`config.mk`:
```
export PLATFORM = sky130hd
export DESIGN_NAME = lcts_top
export DESIGN_NICKNAME = d
export VERILOG_FILES = /design/src/logic/lcts_pkg.sv /design/src/logic/lcts_top.sv /design/src/logic/lcts_timer.sv
export SDC_FILE = /design/constraint.sdc
export NUM_CORES = 1
export LEC_CHECK = 0
export BUFFER_PORTS_ARGS = -buffer_cell sky130_fd_sc_hd__buf_2
export CAP_MARGIN = 0
export CORE_ASPECT_RATIO = 2
export CORE_MARGIN = 10
export CORE_UTILIZATION = 65
export DETAILED_ROUTE_END_ITERATION = 6
export PLACE_DENSITY = 0.83
export SLEW_MARGIN = 15
export SYNTH_ARGS = -nofsm -noshare
export SYNTH_HDL_FRONTEND = slang
export SYNTH_HIERARCHICAL = 1
export SYNTH_SLANG_ARGS = --single-unit
export TNS_END_PERCENT = 5
```
`constraint.sdc`:
```
create_clock -name core_clk -period 5.35 [get_ports core_clk]
set_clock_uncertainty 0.2 [all_clocks]
set_input_delay 0.2675 -clock core_clk [delete_from_list [all_inputs] [get_ports core_clk]]
set_output_delay 0.2675 -clock core_clk [all_outputs]
set_load 0.02 [all_outputs]
```
`src/logic/lcts_pkg.sv`:
```
// Shared types and constants of the loss-of-channel trip supervisor
package lcts_pkg;

  // Clock and time units
  localparam int CLK_PERIOD_NS    = 50;
  localparam int MS_NS            = 1000000;
  localparam int CYCLES_PER_MS    = MS_NS / CLK_PERIOD_NS;
  localparam int SEC_NS           = 1000000000;

  // Transmit tone and its low-frequency modulation
  localparam int TONE_HZ          = 1700;
  localparam int TONE_HALF_CYCLES = SEC_NS / (CLK_PERIOD_NS * 2 * TONE_HZ);
  localparam int MOD_HZ           = 60;
  localparam int MOD_HALF_CYCLES  = SEC_NS / (CLK_PERIOD_NS * 2 * MOD_HZ);

  // Millisecond timings
  localparam int LOSS_ALARM_MS    = 2500;
  localparam int RECLOSE_MS       = 2500;
  localparam int WIN_GAP_MS       = 45;
  localparam int WIN_OPEN_MS      = 105;
  localparam int WIN_MS           = WIN_GAP_MS + WIN_OPEN_MS;

  // Counter widths
  localparam int CNT_W            = 18;
  localparam int TMR_W            = 16;
  localparam int WIN_W            = 8;

  // Reset values
  localparam logic RST_FLAG       = 1'b0;

  typedef enum logic [2:0] {
    RESPONSE_BLOCK,
    RESPONSE_ALLOW,
    RESPONSE_DELAYED,
    RESPONSE_UNBLOCK,
    RESPONSE_UNBLOCK_RECLOSE,
    RESPONSE_UNBLOCK_THEN_DELAY
  } lcts_resp_t;

  typedef enum logic [1:0] {
    CCO_MODULATED,
    CARRIER_OFF_OPTION,
    STEADY_CARRIER_OPTION,
    TRANSFER_KEYED_OPTION
  } lcts_cco_t;

  typedef enum logic [1:0] {
    WIN_IDLE,
    WIN_GAP,
    WIN_OPEN,
    WIN_DONE
  } lcts_win_t;

  typedef struct packed {
    lcts_resp_t              channelLossResponseSelect;
    logic                    recloseEnableOption;
    logic                    tripDisableOption;
    lcts_cco_t               controlChannelOption;
    logic [TMR_W-1:0]        delaySetting;
  } lcts_cfg_t;

  typedef struct packed {
    logic overcurrentUnblockTripFlag;
    logic differentialTripFlag;
    logic tripOneFlag;
    logic tripTwoFlag;
    logic channelAlarm;
  } lcts_ind_t;

endpackage : lcts_pkg

```
`src/logic/lcts_top.sv`:
```
// Loss-of-channel trip supervisor: trip gating, indicators, alarm and transmit source
`timescale 1ns/1ns
// How it works
// - Block response: no trip, trip indicators stay off while channels are lost, except on overcurrent with the control input set.
// - Allow response: overcurrent during channel loss sets both trip flags.
// - Delayed response: trip only once the overcurrent delay has expired.
// - Delayed response: differential trip signal follows overcurrent at once.
// - Trip indicators latch; reset clears them only after current is gone.
// - Unblock: on loss with trip active, drop 45 ms, trip 105 ms, then block.
// - Unblock: after the window ends the indicator stays off while lost.
// - Reclose option with breaker closed: re-trip on overcurrent within 2.5 s.
// - Unblock-then-delay: window then delayed trip; short delay trips steadily.
// - Reset during persisting fault current leaves trip indicators set.
// - Overcurrent-control input forces overcurrent tripping even when blocked.
// - Transmit source: modulated tone, off, steady tone, or keyed modulation.
// - Healthy channels: differential condition drives relay and indicator.
// - Trip-control switch closed during trip sets trip one and two flags.
// - Channel declared lost and alarm raised 2.5 s after signal disappears.
module lcts_top
  import lcts_pkg::*;
#(
  parameter int NUM_CH      = 2,
  parameter int TICK_CYCLES = CYCLES_PER_MS,
  parameter int TONE_HALF   = TONE_HALF_CYCLES,
  parameter int MOD_HALF    = MOD_HALF_CYCLES
)(
  // Clock and reset
  input  wire logic              core_clk,
  input  wire logic              rstn,
  input  wire logic              ce,
  // Field inputs
  input  wire logic [NUM_CH-1:0] chanPresent,
  input  wire logic              overcurrent,
  input  wire logic              diffCondition,
  input  wire logic              overcurrentControlInput,
  input  wire logic              breakerAuxContact,
  input  wire logic              tripCtlSwitch,
  input  wire logic              transferTripKey,
  input  wire logic              indicatorReset,
  // Static options
  input  wire lcts_cfg_t         cfg,
  // Outputs
  output lcts_ind_t              ind,
  output logic                   mainTripRelay,
  output logic                   diffTripSignal,
  output logic                   overcurrentDelayDone,
  output logic                   alarmRelay,
  output logic                   channelLost,
  output logic                   modulatedTxOut
);

  localparam int PIN_W = NUM_CH + 7;

  // Two-stage synchronisers for everything off the pins
  logic [PIN_W-1:0] pinA;
  logic [PIN_W-1:0] pinB;
  lcts_cfg_t        cfgA;
  lcts_cfg_t        cfgB;

  always_ff @(posedge core_clk or negedge rstn) begin
    if (!rstn) begin
      pinA <= {{NUM_CH{1'b1}}, 7'h00};
      pinB <= {{NUM_CH{1'b1}}, 7'h00};
      cfgA <= '0;
      cfgB <= '0;
    end else if (ce) begin
      pinA <= {chanPresent, overcurrent, diffCondition, overcurrentControlInput, breakerAuxContact,
               tripCtlSwitch, transferTripKey, indicatorReset};
      pinB <= pinA;
      cfgA <= cfg;
      cfgB <= cfgA;
    end
  end

  logic [NUM_CH-1:0] present;
  logic              oc;
  logic              diffC;
  logic              ocCtl;
  logic              breakerClosed;
  logic              tripSw;
  logic              ttKey;
  logic              rstPress;
  lcts_resp_t        resp;

  assign present       = pinB[PIN_W-1:7];
  assign oc            = pinB[6];
  assign diffC         = pinB[5];
  assign ocCtl         = pinB[4];
  assign breakerClosed = pinB[3];
  assign tripSw        = pinB[2];
  assign ttKey         = pinB[1];
  assign rstPress      = pinB[0];
  assign resp          = cfgB.channelLossResponseSelect;

  // Millisecond tick, tone and modulation dividers
  logic [CNT_W-1:0] tickCnt;
  logic [CNT_W-1:0] toneCnt;
  logic [CNT_W-1:0] modCnt;
  logic             msTick;
  logic             tone;
  logic             modPhase;
  logic [CNT_W-1:0] next_tickCnt;
  logic [CNT_W-1:0] next_toneCnt;
  logic [CNT_W-1:0] next_modCnt;
  logic             next_msTick;
  logic             next_tone;
  logic             next_modPhase;
  logic             next_tx;

  always_comb begin
    next_msTick   = (tickCnt == CNT_W'(TICK_CYCLES - 1));
    next_tickCnt  = next_msTick ? '0 : tickCnt + CNT_W'(1);
    next_toneCnt  = (toneCnt == CNT_W'(TONE_HALF - 1)) ? '0 : toneCnt + CNT_W'(1);
    next_tone     = (toneCnt == CNT_W'(TONE_HALF - 1)) ? ~tone : tone;
    next_modCnt   = (modCnt == CNT_W'(MOD_HALF - 1)) ? '0 : modCnt + CNT_W'(1);
    next_modPhase = (modCnt == CNT_W'(MOD_HALF - 1)) ? ~modPhase : modPhase;
    case (cfgB.controlChannelOption)
      CCO_MODULATED:         next_tx = tone & modPhase;
      CARRIER_OFF_OPTION:    next_tx = 1'b0;
      STEADY_CARRIER_OPTION: next_tx = tone;
      TRANSFER_KEYED_OPTION: next_tx = ttKey ? (tone & modPhase) : tone;
      default:               next_tx = 1'b0;
    endcase
  end

  always_ff @(posedge core_clk or negedge rstn) begin
    if (!rstn) begin
      tickCnt        <= '0;
      toneCnt        <= '0;
      modCnt         <= '0;
      msTick         <= 1'b0;
      tone           <= 1'b0;
      modPhase       <= 1'b0;
      modulatedTxOut <= 1'b0;
    end else if (ce) begin
      tickCnt        <= next_tickCnt;
      toneCnt        <= next_toneCnt;
      modCnt         <= next_modCnt;
      msTick         <= next_msTick;
      tone           <= next_tone;
      modPhase       <= next_modPhase;
      modulatedTxOut <= next_tx;
    end
  end

  // Channel state: down at once for trip gating, declared lost after the alarm delay
  logic              chanDown;
  logic              chanDownD;
  logic              lostRise;
  logic [NUM_CH-1:0] lossDone;
  logic              delayDone;
  logic              recloseDone;

  assign chanDown = |(~present);
  assign lostRise = chanDown & ~chanDownD;

  for (genvar i = 0; i < NUM_CH; i++) begin : g_loss
    lcts_timer u_loss (
      .core_clk (core_clk),
      .rstn     (rstn),
      .ce       (ce),
      .msTick   (msTick),
      .run      (~present[i]),
      .limit    (TMR_W'(LOSS_ALARM_MS)),
      .done     (lossDone[i])
    );
  end

  lcts_timer u_delay (
    .core_clk (core_clk),
    .rstn     (rstn),
    .ce       (ce),
    .msTick   (msTick),
    .run      (chanDown & oc),
    .limit    (cfgB.delaySetting),
    .done     (delayDone)
  );

  lcts_timer u_reclose (
    .core_clk (core_clk),
    .rstn     (rstn),
    .ce       (ce),
    .msTick   (msTick),
    .run      (chanDown),
    .limit    (TMR_W'(RECLOSE_MS)),
    .done     (recloseDone)
  );

  // Unblock window sequencer
  lcts_win_t        winState;
  logic [WIN_W-1:0] winMs;
  lcts_win_t        next_winState;
  logic [WIN_W-1:0] next_winMs;
  logic             unblockMode;

  assign unblockMode = (resp == RESPONSE_UNBLOCK) || (resp == RESPONSE_UNBLOCK_RECLOSE) ||
                       (resp == RESPONSE_UNBLOCK_THEN_DELAY);

  always_comb begin
    next_winState = winState;
    next_winMs    = msTick ? winMs + WIN_W'(1) : winMs;
    case (winState)
      WIN_IDLE: begin
        next_winMs = '0;
        if (lostRise && unblockMode) begin
          next_winState = mainTripRelay ? WIN_GAP : WIN_DONE;
        end
      end
      WIN_GAP: begin
        if (msTick && winMs == WIN_W'(WIN_GAP_MS - 1)) begin
          next_winState = WIN_OPEN;
          next_winMs    = '0;
        end
      end
      WIN_OPEN: begin
        if (msTick && winMs == WIN_W'(WIN_OPEN_MS - 1)) begin
          next_winState = WIN_DONE;
          next_winMs    = '0;
        end
      end
      WIN_DONE: next_winMs = '0;
      default:  next_winState = WIN_IDLE;
    endcase
    if (!chanDown) begin
      next_winState = WIN_IDLE;
      next_winMs    = '0;
    end
  end

  always_ff @(posedge core_clk or negedge rstn) begin
    if (!rstn) begin
      winState  <= WIN_IDLE;
      winMs     <= '0;
      chanDownD <= 1'b0;
    end else if (ce) begin
      winState  <= next_winState;
      winMs     <= next_winMs;
      chanDownD <= chanDown;
    end
  end

  // Trip decision and latched indicators
  logic      tripReq;
  logic      winOpen;
  logic      recloseWin;
  logic      clearOk;
  lcts_ind_t next_ind;

  assign winOpen    = (winState == WIN_OPEN) || (winState == WIN_IDLE);
  assign recloseWin = cfgB.recloseEnableOption && !cfgB.tripDisableOption && breakerClosed &&
                      !recloseDone && (winState == WIN_DONE);
  // A reset press only counts once fault current is gone
  assign clearOk    = rstPress && !oc;

  always_comb begin
    tripReq = 1'b0;
    if (!chanDown) begin
      tripReq = diffC;
    end else begin
      case (resp)
        RESPONSE_BLOCK:           tripReq = 1'b0;
        RESPONSE_ALLOW:           tripReq = oc;
        RESPONSE_DELAYED:         tripReq = oc && delayDone;
        RESPONSE_UNBLOCK:         tripReq = oc && winOpen;
        RESPONSE_UNBLOCK_RECLOSE: tripReq = oc && (winOpen || recloseWin);
        RESPONSE_UNBLOCK_THEN_DELAY: begin
          // Short delay would overlap the window, so hold the trip steady
          if (cfgB.delaySetting <= TMR_W'(WIN_MS)) begin
            tripReq = oc;
          end else begin
            tripReq = oc && ((winState == WIN_GAP) ? 1'b0 : (winOpen || delayDone));
          end
        end
        default:                  tripReq = 1'b0;
      endcase
      if (ocCtl && oc) begin
        tripReq = 1'b1;
      end
    end
    // Set wins over clear on every latched flag
    next_ind.differentialTripFlag       = tripReq ||
                                          (ind.differentialTripFlag && !clearOk);
    next_ind.overcurrentUnblockTripFlag = (tripReq && chanDown) ||
                                          (ind.overcurrentUnblockTripFlag && !clearOk);
    next_ind.tripOneFlag                = (tripReq && tripSw) || (ind.tripOneFlag && !clearOk);
    next_ind.tripTwoFlag                = (tripReq && tripSw) || (ind.tripTwoFlag && !clearOk);
    next_ind.channelAlarm               = (|lossDone) ||
                                          (ind.channelAlarm && !(rstPress && !chanDown));
  end

  always_ff @(posedge core_clk or negedge rstn) begin
    if (!rstn) begin
      ind                  <= '0;
      mainTripRelay        <= RST_FLAG;
      diffTripSignal       <= RST_FLAG;
      overcurrentDelayDone <= RST_FLAG;
      alarmRelay           <= RST_FLAG;
      channelLost          <= RST_FLAG;
    end else if (ce) begin
      ind                  <= next_ind;
      mainTripRelay        <= tripReq;
      diffTripSignal       <= chanDown ? oc : diffC;
      overcurrentDelayDone <= delayDone;
      alarmRelay           <= next_ind.channelAlarm;
      channelLost          <= |lossDone;
    end
  end

endmodule : lcts_top

```
`src/logic/lcts_timer.sv`:
```
// Millisecond timer that reports when a running interval reaches its limit
`timescale 1ns/1ns
module lcts_timer
  import lcts_pkg::*;
(
  // Clock and reset
  input  wire logic             core_clk,
  input  wire logic             rstn,
  input  wire logic             ce,
  // Control
  input  wire logic             msTick,
  input  wire logic             run,
  input  wire logic [TMR_W-1:0] limit,
  // Status
  output logic                  done
);

  logic [TMR_W-1:0] count;
  logic [TMR_W-1:0] next_count;
  logic             next_done;

  // Dropping run restarts the interval from zero
  always_comb begin
    next_count = '0;
    if (run) begin
      next_count = (msTick && count < limit) ? count + TMR_W'(1) : count;
    end
    next_done = run && (next_count >= limit);
  end

  always_ff @(posedge core_clk or negedge rstn) begin
    if (!rstn) begin
      count <= '0;
      done  <= 1'b0;
    end else if (ce) begin
      count <= next_count;
      done  <= next_done;
    end
  end

endmodule : lcts_timer

```
# Yosys cells after proc, flatten, opt, wreduce, memory -nomap -nowiden
# Cells that the tools add are included.
[classes]
addsub = 8
n_lt_le_gt_ge = 9
eq_ne = 20
n_mux = 30
bitwise_logic = 9
n_reduce_logical = 53
[op_table]
columns = ["op", "n"]
rows = [
  ["16-bit 2-to-1 mux", 8],
  ["16-bit by 1-bit adder with 16-bit output, second input constant", 4],
  ["18-bit by 1-bit adder with 18-bit output, second input constant", 3],
  ["18-bit 2-to-1 mux", 3],
  ["16-bit by 12-bit greater-or-equal comparator with 1-bit output, second input constant", 3],
  ["16-bit by 12-bit less-than comparator with 1-bit output, second input constant", 3],
  ["8-bit 2-to-1 mux", 4],
  ["1-bit logical AND", 29],
  ["8-bit case mux with 3 select lines", 1],
  ["18-bit by 13-bit == test with 1-bit output, second input constant", 1],
  ["18-bit by 15-bit == test with 1-bit output, second input constant", 1],
  ["18-bit == test, second input constant", 1],
  ["16-bit greater-or-equal comparator", 1],
  ["16-bit by 8-bit <= comparator with 1-bit output, second input constant", 1],
  ["16-bit less-than comparator", 1],
  ["1-bit logical OR", 10],
  ["2-bit 2-to-1 mux", 5],
  ["3-bit != test, second input constant", 3],
  ["8-bit by 1-bit adder with 8-bit output, second input constant", 1],
  ["2-bit == test, second input constant", 4],
  ["8-bit by 6-bit == test with 1-bit output, second input constant", 1],
  ["8-bit by 7-bit == test with 1-bit output, second input constant", 1],
  ["3-bit by 2-bit == test with 1-bit output, second input constant", 2],
  ["3-bit == test, second input constant", 2],
  ["other kinds (15)", 36],
]
[word_totals]
register_bits = 210
elab_cells = 168

# Depth between registers and ports, before layout
[logic_depth]
ltp_word = 12
ltp_mapped = 16
depth_no_buf = 15

# By module
# Netlist, hierarchy kept.
[by_module_without_submodules]
columns = ["module", "seq_area_each_um2", "area_per_inst_um2", "cells_each", "n_inst"]
rows = [
  ["lcts_top", 3558.4, 6467.5, 554, 1],
  ["lcts_timer at g_loss[0].u_loss ...", 425.4, 1976.9, 244, 3],
  ["lcts_timer at u_reclose", 425.4, 2014.4, 243, 1],
]

# Worst setup path after synthesis
# OpenSTA, ideal clock, no wires.
[synth_timing]
path_type = "flip-flop to flip-flop"
start = "register u_delay.count[13]"
end = "register u_delay.done"
stages_incl_launch_ff = 16
path_buffers = 2
synth_period_minus_slack_ns = 3.572
path_slack_ns = 1.778
arrival_time_ns = 3.238
path_cell_list = "dfrtp_1 ha_1 nand4_1 or3_1 or3_1 buf_6 nand4_2 buf_6 o211ai_1 o31ai_1 ha_1 a21o_1 nand2_1 nand4b_1 a2111oi_0 a21oi_1"
[synth_between]
elab_chain_cells = 6
elab_cells_between_ends = 7
[synth_rtl]
columns = ["item", "line", "rtl"]
rows = [
  ["start, declared", "lcts_timer.sv:18", "logic [TMR_W-1:0] count;"],
  ["start signal, assigned", "lcts_timer.sv:36", "count <= next_count;"],
  ["16-bit less-than comparator", "lcts_timer.sv:26", "next_count = (msTick && count < limit) ? count + TMR_W'(1) : count;"],
  ["1-bit logical AND", "lcts_timer.sv:26", ""],
  ["16-bit 2-to-1 mux (*)", "lcts_timer.sv:26", ""],
  ["16-bit 2-to-1 mux (*)", "lcts_timer.sv:25", "if (run) begin"],
  ["via u_delay.next_count[14]", "lcts_timer.sv:19", "logic [TMR_W-1:0] next_count;"],
  ["16-bit greater-or-equal comparator (*)", "lcts_timer.sv:28", "next_done = run && (next_count >= limit);"],
  ["1-bit logical AND (*)", "lcts_timer.sv:28", ""],
  ["end signal, assigned", "lcts_timer.sv:37", "done <= next_done;"],
  ["end, declared", "lcts_timer.sv:15", "output logic done"],
]
# Mark *: on every way through the listed nets, which the timed path passes. The rest lies on a longest branch.
# A chain may end at the register's enable or synchronous reset.

# Worst setup path in the final report
# Same ends and word-level chain as after synthesis.

==> results.json <==
{
  "muxShareOfSynthArea_pct": 5.59,
  "grt_max_degree": 128,
  "grt_pass1_wl_mm": 58.5,
  "p_clk_share_pct": 32.6,
  "die_h_microns": 231,
  "via_per_inst": 6.28,
  "port_buffers": 45,
  "worst_pin_slew_ps": 952,
  "cp.arrival_ps": 4310,
  "cts_made_buffers": 21,
  "drc_errors": 0,
  "reg2reg_depth": 13,
  "synth_compound_area_share_pct": 14.0,
  "max-slew-margin-rel_pct": 36.6,
  "ys_ff_latch": 210,
  "hpwl_mm": 25.1,
  "ir_drop_mv": 0.306,
  "cts_tree": "done",
  "worst_ep_required_time_ps": 5530,
  "critPathTopFamily": "simple AND/OR/NAND/NOR gates",
  "fmax_ghz": 0.242,
  "vias": 12100,
  "p_seq_share_pct": 45.5,
  "async_flop_share_pct": 100,
  "worst_setup_path_end_kind": "register",
  "start_util_pct": 65.6,
  "cpPeakStageDelay_ps": 500,
  "pwr-share-comb_pct": 21.9,
  "insertedDiodeCount": 0,
  "whs_path_depth": 3,
  "synth-xor-area-share_pct": 3.46,
  "critPathCapture": "u_delay/done",
  "cts_sinks": 210,
  "synthDominantCellAreaShare_pct": 35.8,
  "outcome": "complete, no violations",
  "syn_area_sq_um": 14400,
  "cts_buffer_depth": 3,
  "setup_tns_ps": 0,
  "rr_endpoint": "u_delay/done",
  "ys.flop_type": "dfrtp_1",
  "dr.pass1.iters": 5,
  "crit_start": "u_delay/count[13]",
  "period_minus_slack_ps": 4140,
  "insertion_delay_ps": 510,
  "rsz0062_at_grt": "no",
  "syn_avg_cell_area_sq_um": 9.43,
  "synth_top_family_by_area": "simple AND/OR/NAND/NOR gates",
  "final_cell_mix": "dfrtp_1, nand2_1, ha_1",
  "grt_pass1_vias": 12400,
  "p_sw_w": 0.00141,
  "ios": 46,
  "htree_levels": 1,
  "antenna_found_initial": 0,
  "synth_area_leaders": "dfrtp_1, ha_1, mux2_2, nand2_1, inv_1",
  "setup_viol": 0,
  "cts-root-buf": "clkbuf_16",
  "yosys_warnings": 6,
  "crit_buf_inv": 0,
  "synthToLayoutAreaGrowth_pct": 10.5,
  "synthSimpleGateAreaFrac_pct": 23.6,
  "crit_chain": "ha_1 > nand4_1 > or3_1 > or3_1 > nand4_2 > o211ai_1 > o31ai_1 > ha_1 > a21o_1 > nand2_1 > nand4b_1 > a2111oi_0 > a21oi_1",
  "nNetsFinal": 1812,
  "crit_fanout": 19,
  "gp_congestion": 0.917,
  "powerDensity_nw_per_um2": 273,
  "ant_nets": 0,
  "core-area_sq_um": 22000,
  "rr_startpoint": "u_delay/count[13]",
  "routedWlPerCell_microns": 18.0,
  "p_leak_nw": 7.61,
  "yosys.area.top_type": "dfrtp_1",
  "rrSetupSlack_ps": 1210,
  "ys_seq_area_share_pct": 36.5,
  "slew_violations": 0,
  "netSwitchingFraction_pct": 32.5,
  "ys_types": 84,
  "drive_above_1_share_pct": 11.9,
  "final_common_cell": "dfrtp_1",
  "fp-row-count": 77,
  "fin_crit_sh_pct": 77.3,
  "hold_path_class": "input port to register",
  "synth-edff-count": 0,
  "synth_fa_ha_area_share_pct": 12.2,
  "whs_ps": 79.5,
  "grt_usage_pct": 23.6,
  "die_w_microns": 125,
  "netlist_instances": 1529,
  "cp.depth": 13,
  "grt-ovfl-total": 0,
  "cp-start-kind": "register",
  "first_iter_violations": 756,
  "clkTransAtPathRegs_ps": 70,
  "fp.dieArea_sq_um": 28900,
  "critPathKind": "register to register",
  "internal_power_w": 0.00294,
  "wl_mm": 34.7,
  "drv_cap": 0,
  "final-hold-violation-count": 0,
  "slowest_stage": "or3_1"
}
## power groups by stage
stage	combinational (W)	clock (W)	sequential (W)
detailed placement	0.000919	0	0.00200
finish	0.000952	0.00142	0.00198
global placement	0.000876	0	0.00199
global route	0.00108	0.00150	0.00201
floorplan	0.000657	0	0.00197
CTS	0.000946	0.00145	0.00198
## cell families (layout without fill, tap and decap cells)
group | after synthesis | count (layout)
flip-flops | 210 | 210
buffers and inverters | 154 | 227
adder cells (fa/ha/maj) | 140 | 140
other | 2 | 51
AND/OR/NAND/NOR | 608 | 608
XOR/XNOR | 56 | 56
multiplexers | 72 | 72
AO/OA/AOI/OAI | 287 | 287
## repair_timing
| action | 4_1_cts | 5_1_grt |
|---|---|---|
| setup buffers | 0 | 0 |
| endpoints found under the hold margin | 157 | 0 |
| hold buffers | 33 | 0 |
| gates resized for setup | 0 | 0 |
## worst min path at each step
stage | startpoint | to | slack (ps)
floorplan | rstn | alarmRelay | -230
global placement | rstn | u_delay/count[8] | 220
detailed placement | rstn | u_delay/count[8] | 220
CTS | ce | toneCnt[1] | 50
global route | ce | toneCnt[1] | 100
finish | ce | toneCnt[1] | 80
## registers in the layout (all words and copies together), names as in the netlist, 2 cells and up
signal,cells
winMs,8
u_reclose/count,16
toneCnt,18
pinB,9
g_loss.u_loss/count,32
ind,4
resp,3
cfgB,20
winState,2
cfgA,23
u_delay/count,16
tickCnt,18
g_loss.u_loss/done,2
modCnt,18
pinA,9
## synthesized netlist by cell type (22+ instances only)
cell      instances
dfrtp_1         206
clkbuf_1         23
o21ai_0          48
nand2b_1         28
ha_1            140
o211ai_1         45
inv_1           104
or4_1            52
a21oi_1          51
xnor2_1          36
nand2_1         167
nor2_1           88
mux2_2           68
and3_1           33
or3_1            22
nand3_1          67
nand4_1          42
a21o_1           27
## worst reg2reg max path: stages, from the launching register on
cell and delay (ps):
dfrtp_1 470, ha_1 330, nand4_1 150, or3_1 420
or3_1 500, nand4_2 360, o211ai_1 160, o31ai_1 140
ha_1 310, a21o_1 190, nand2_1 60, nand4b_1 120
a2111oi_0 460, a21oi_1 130
## stage by stage
stage          setup slack [ps]  power [W]  cells  instance area (sq um)  util [%]
3_3_place_gp               1510    0.00287   1857                  15000      68.1
6_report                   1210    0.00435   1927                  15900      72.5
4_1_cts                    1300    0.00437   1927                  15900      72.5
2_1_floorplan              1780    0.00262   1578                  14600         -
5_1_grt                     934    0.00459   1927                  15900      72.5
3_5_place_dp               1340    0.00292   1857                  15000      68.1
## area by class of cell
cell class	count	area [sq um]
Clock buffer	26	564
Tap cell	276	345
Clock inverter	11	76.3
Sequential cell	210	5260
Inverter	105	394
Timing Repair Buffer	85	621
Fill cell	1662	6040
Multi-Input combinational cell	1214	8660
## routing by layer
layer	wire (microns)	track usage, %
met4	1600	12.6
met3	1080	2.39
met1	13300	25.2
met2	18700	44.1
met5	0	0
Power figures use the tool's default switching activity.
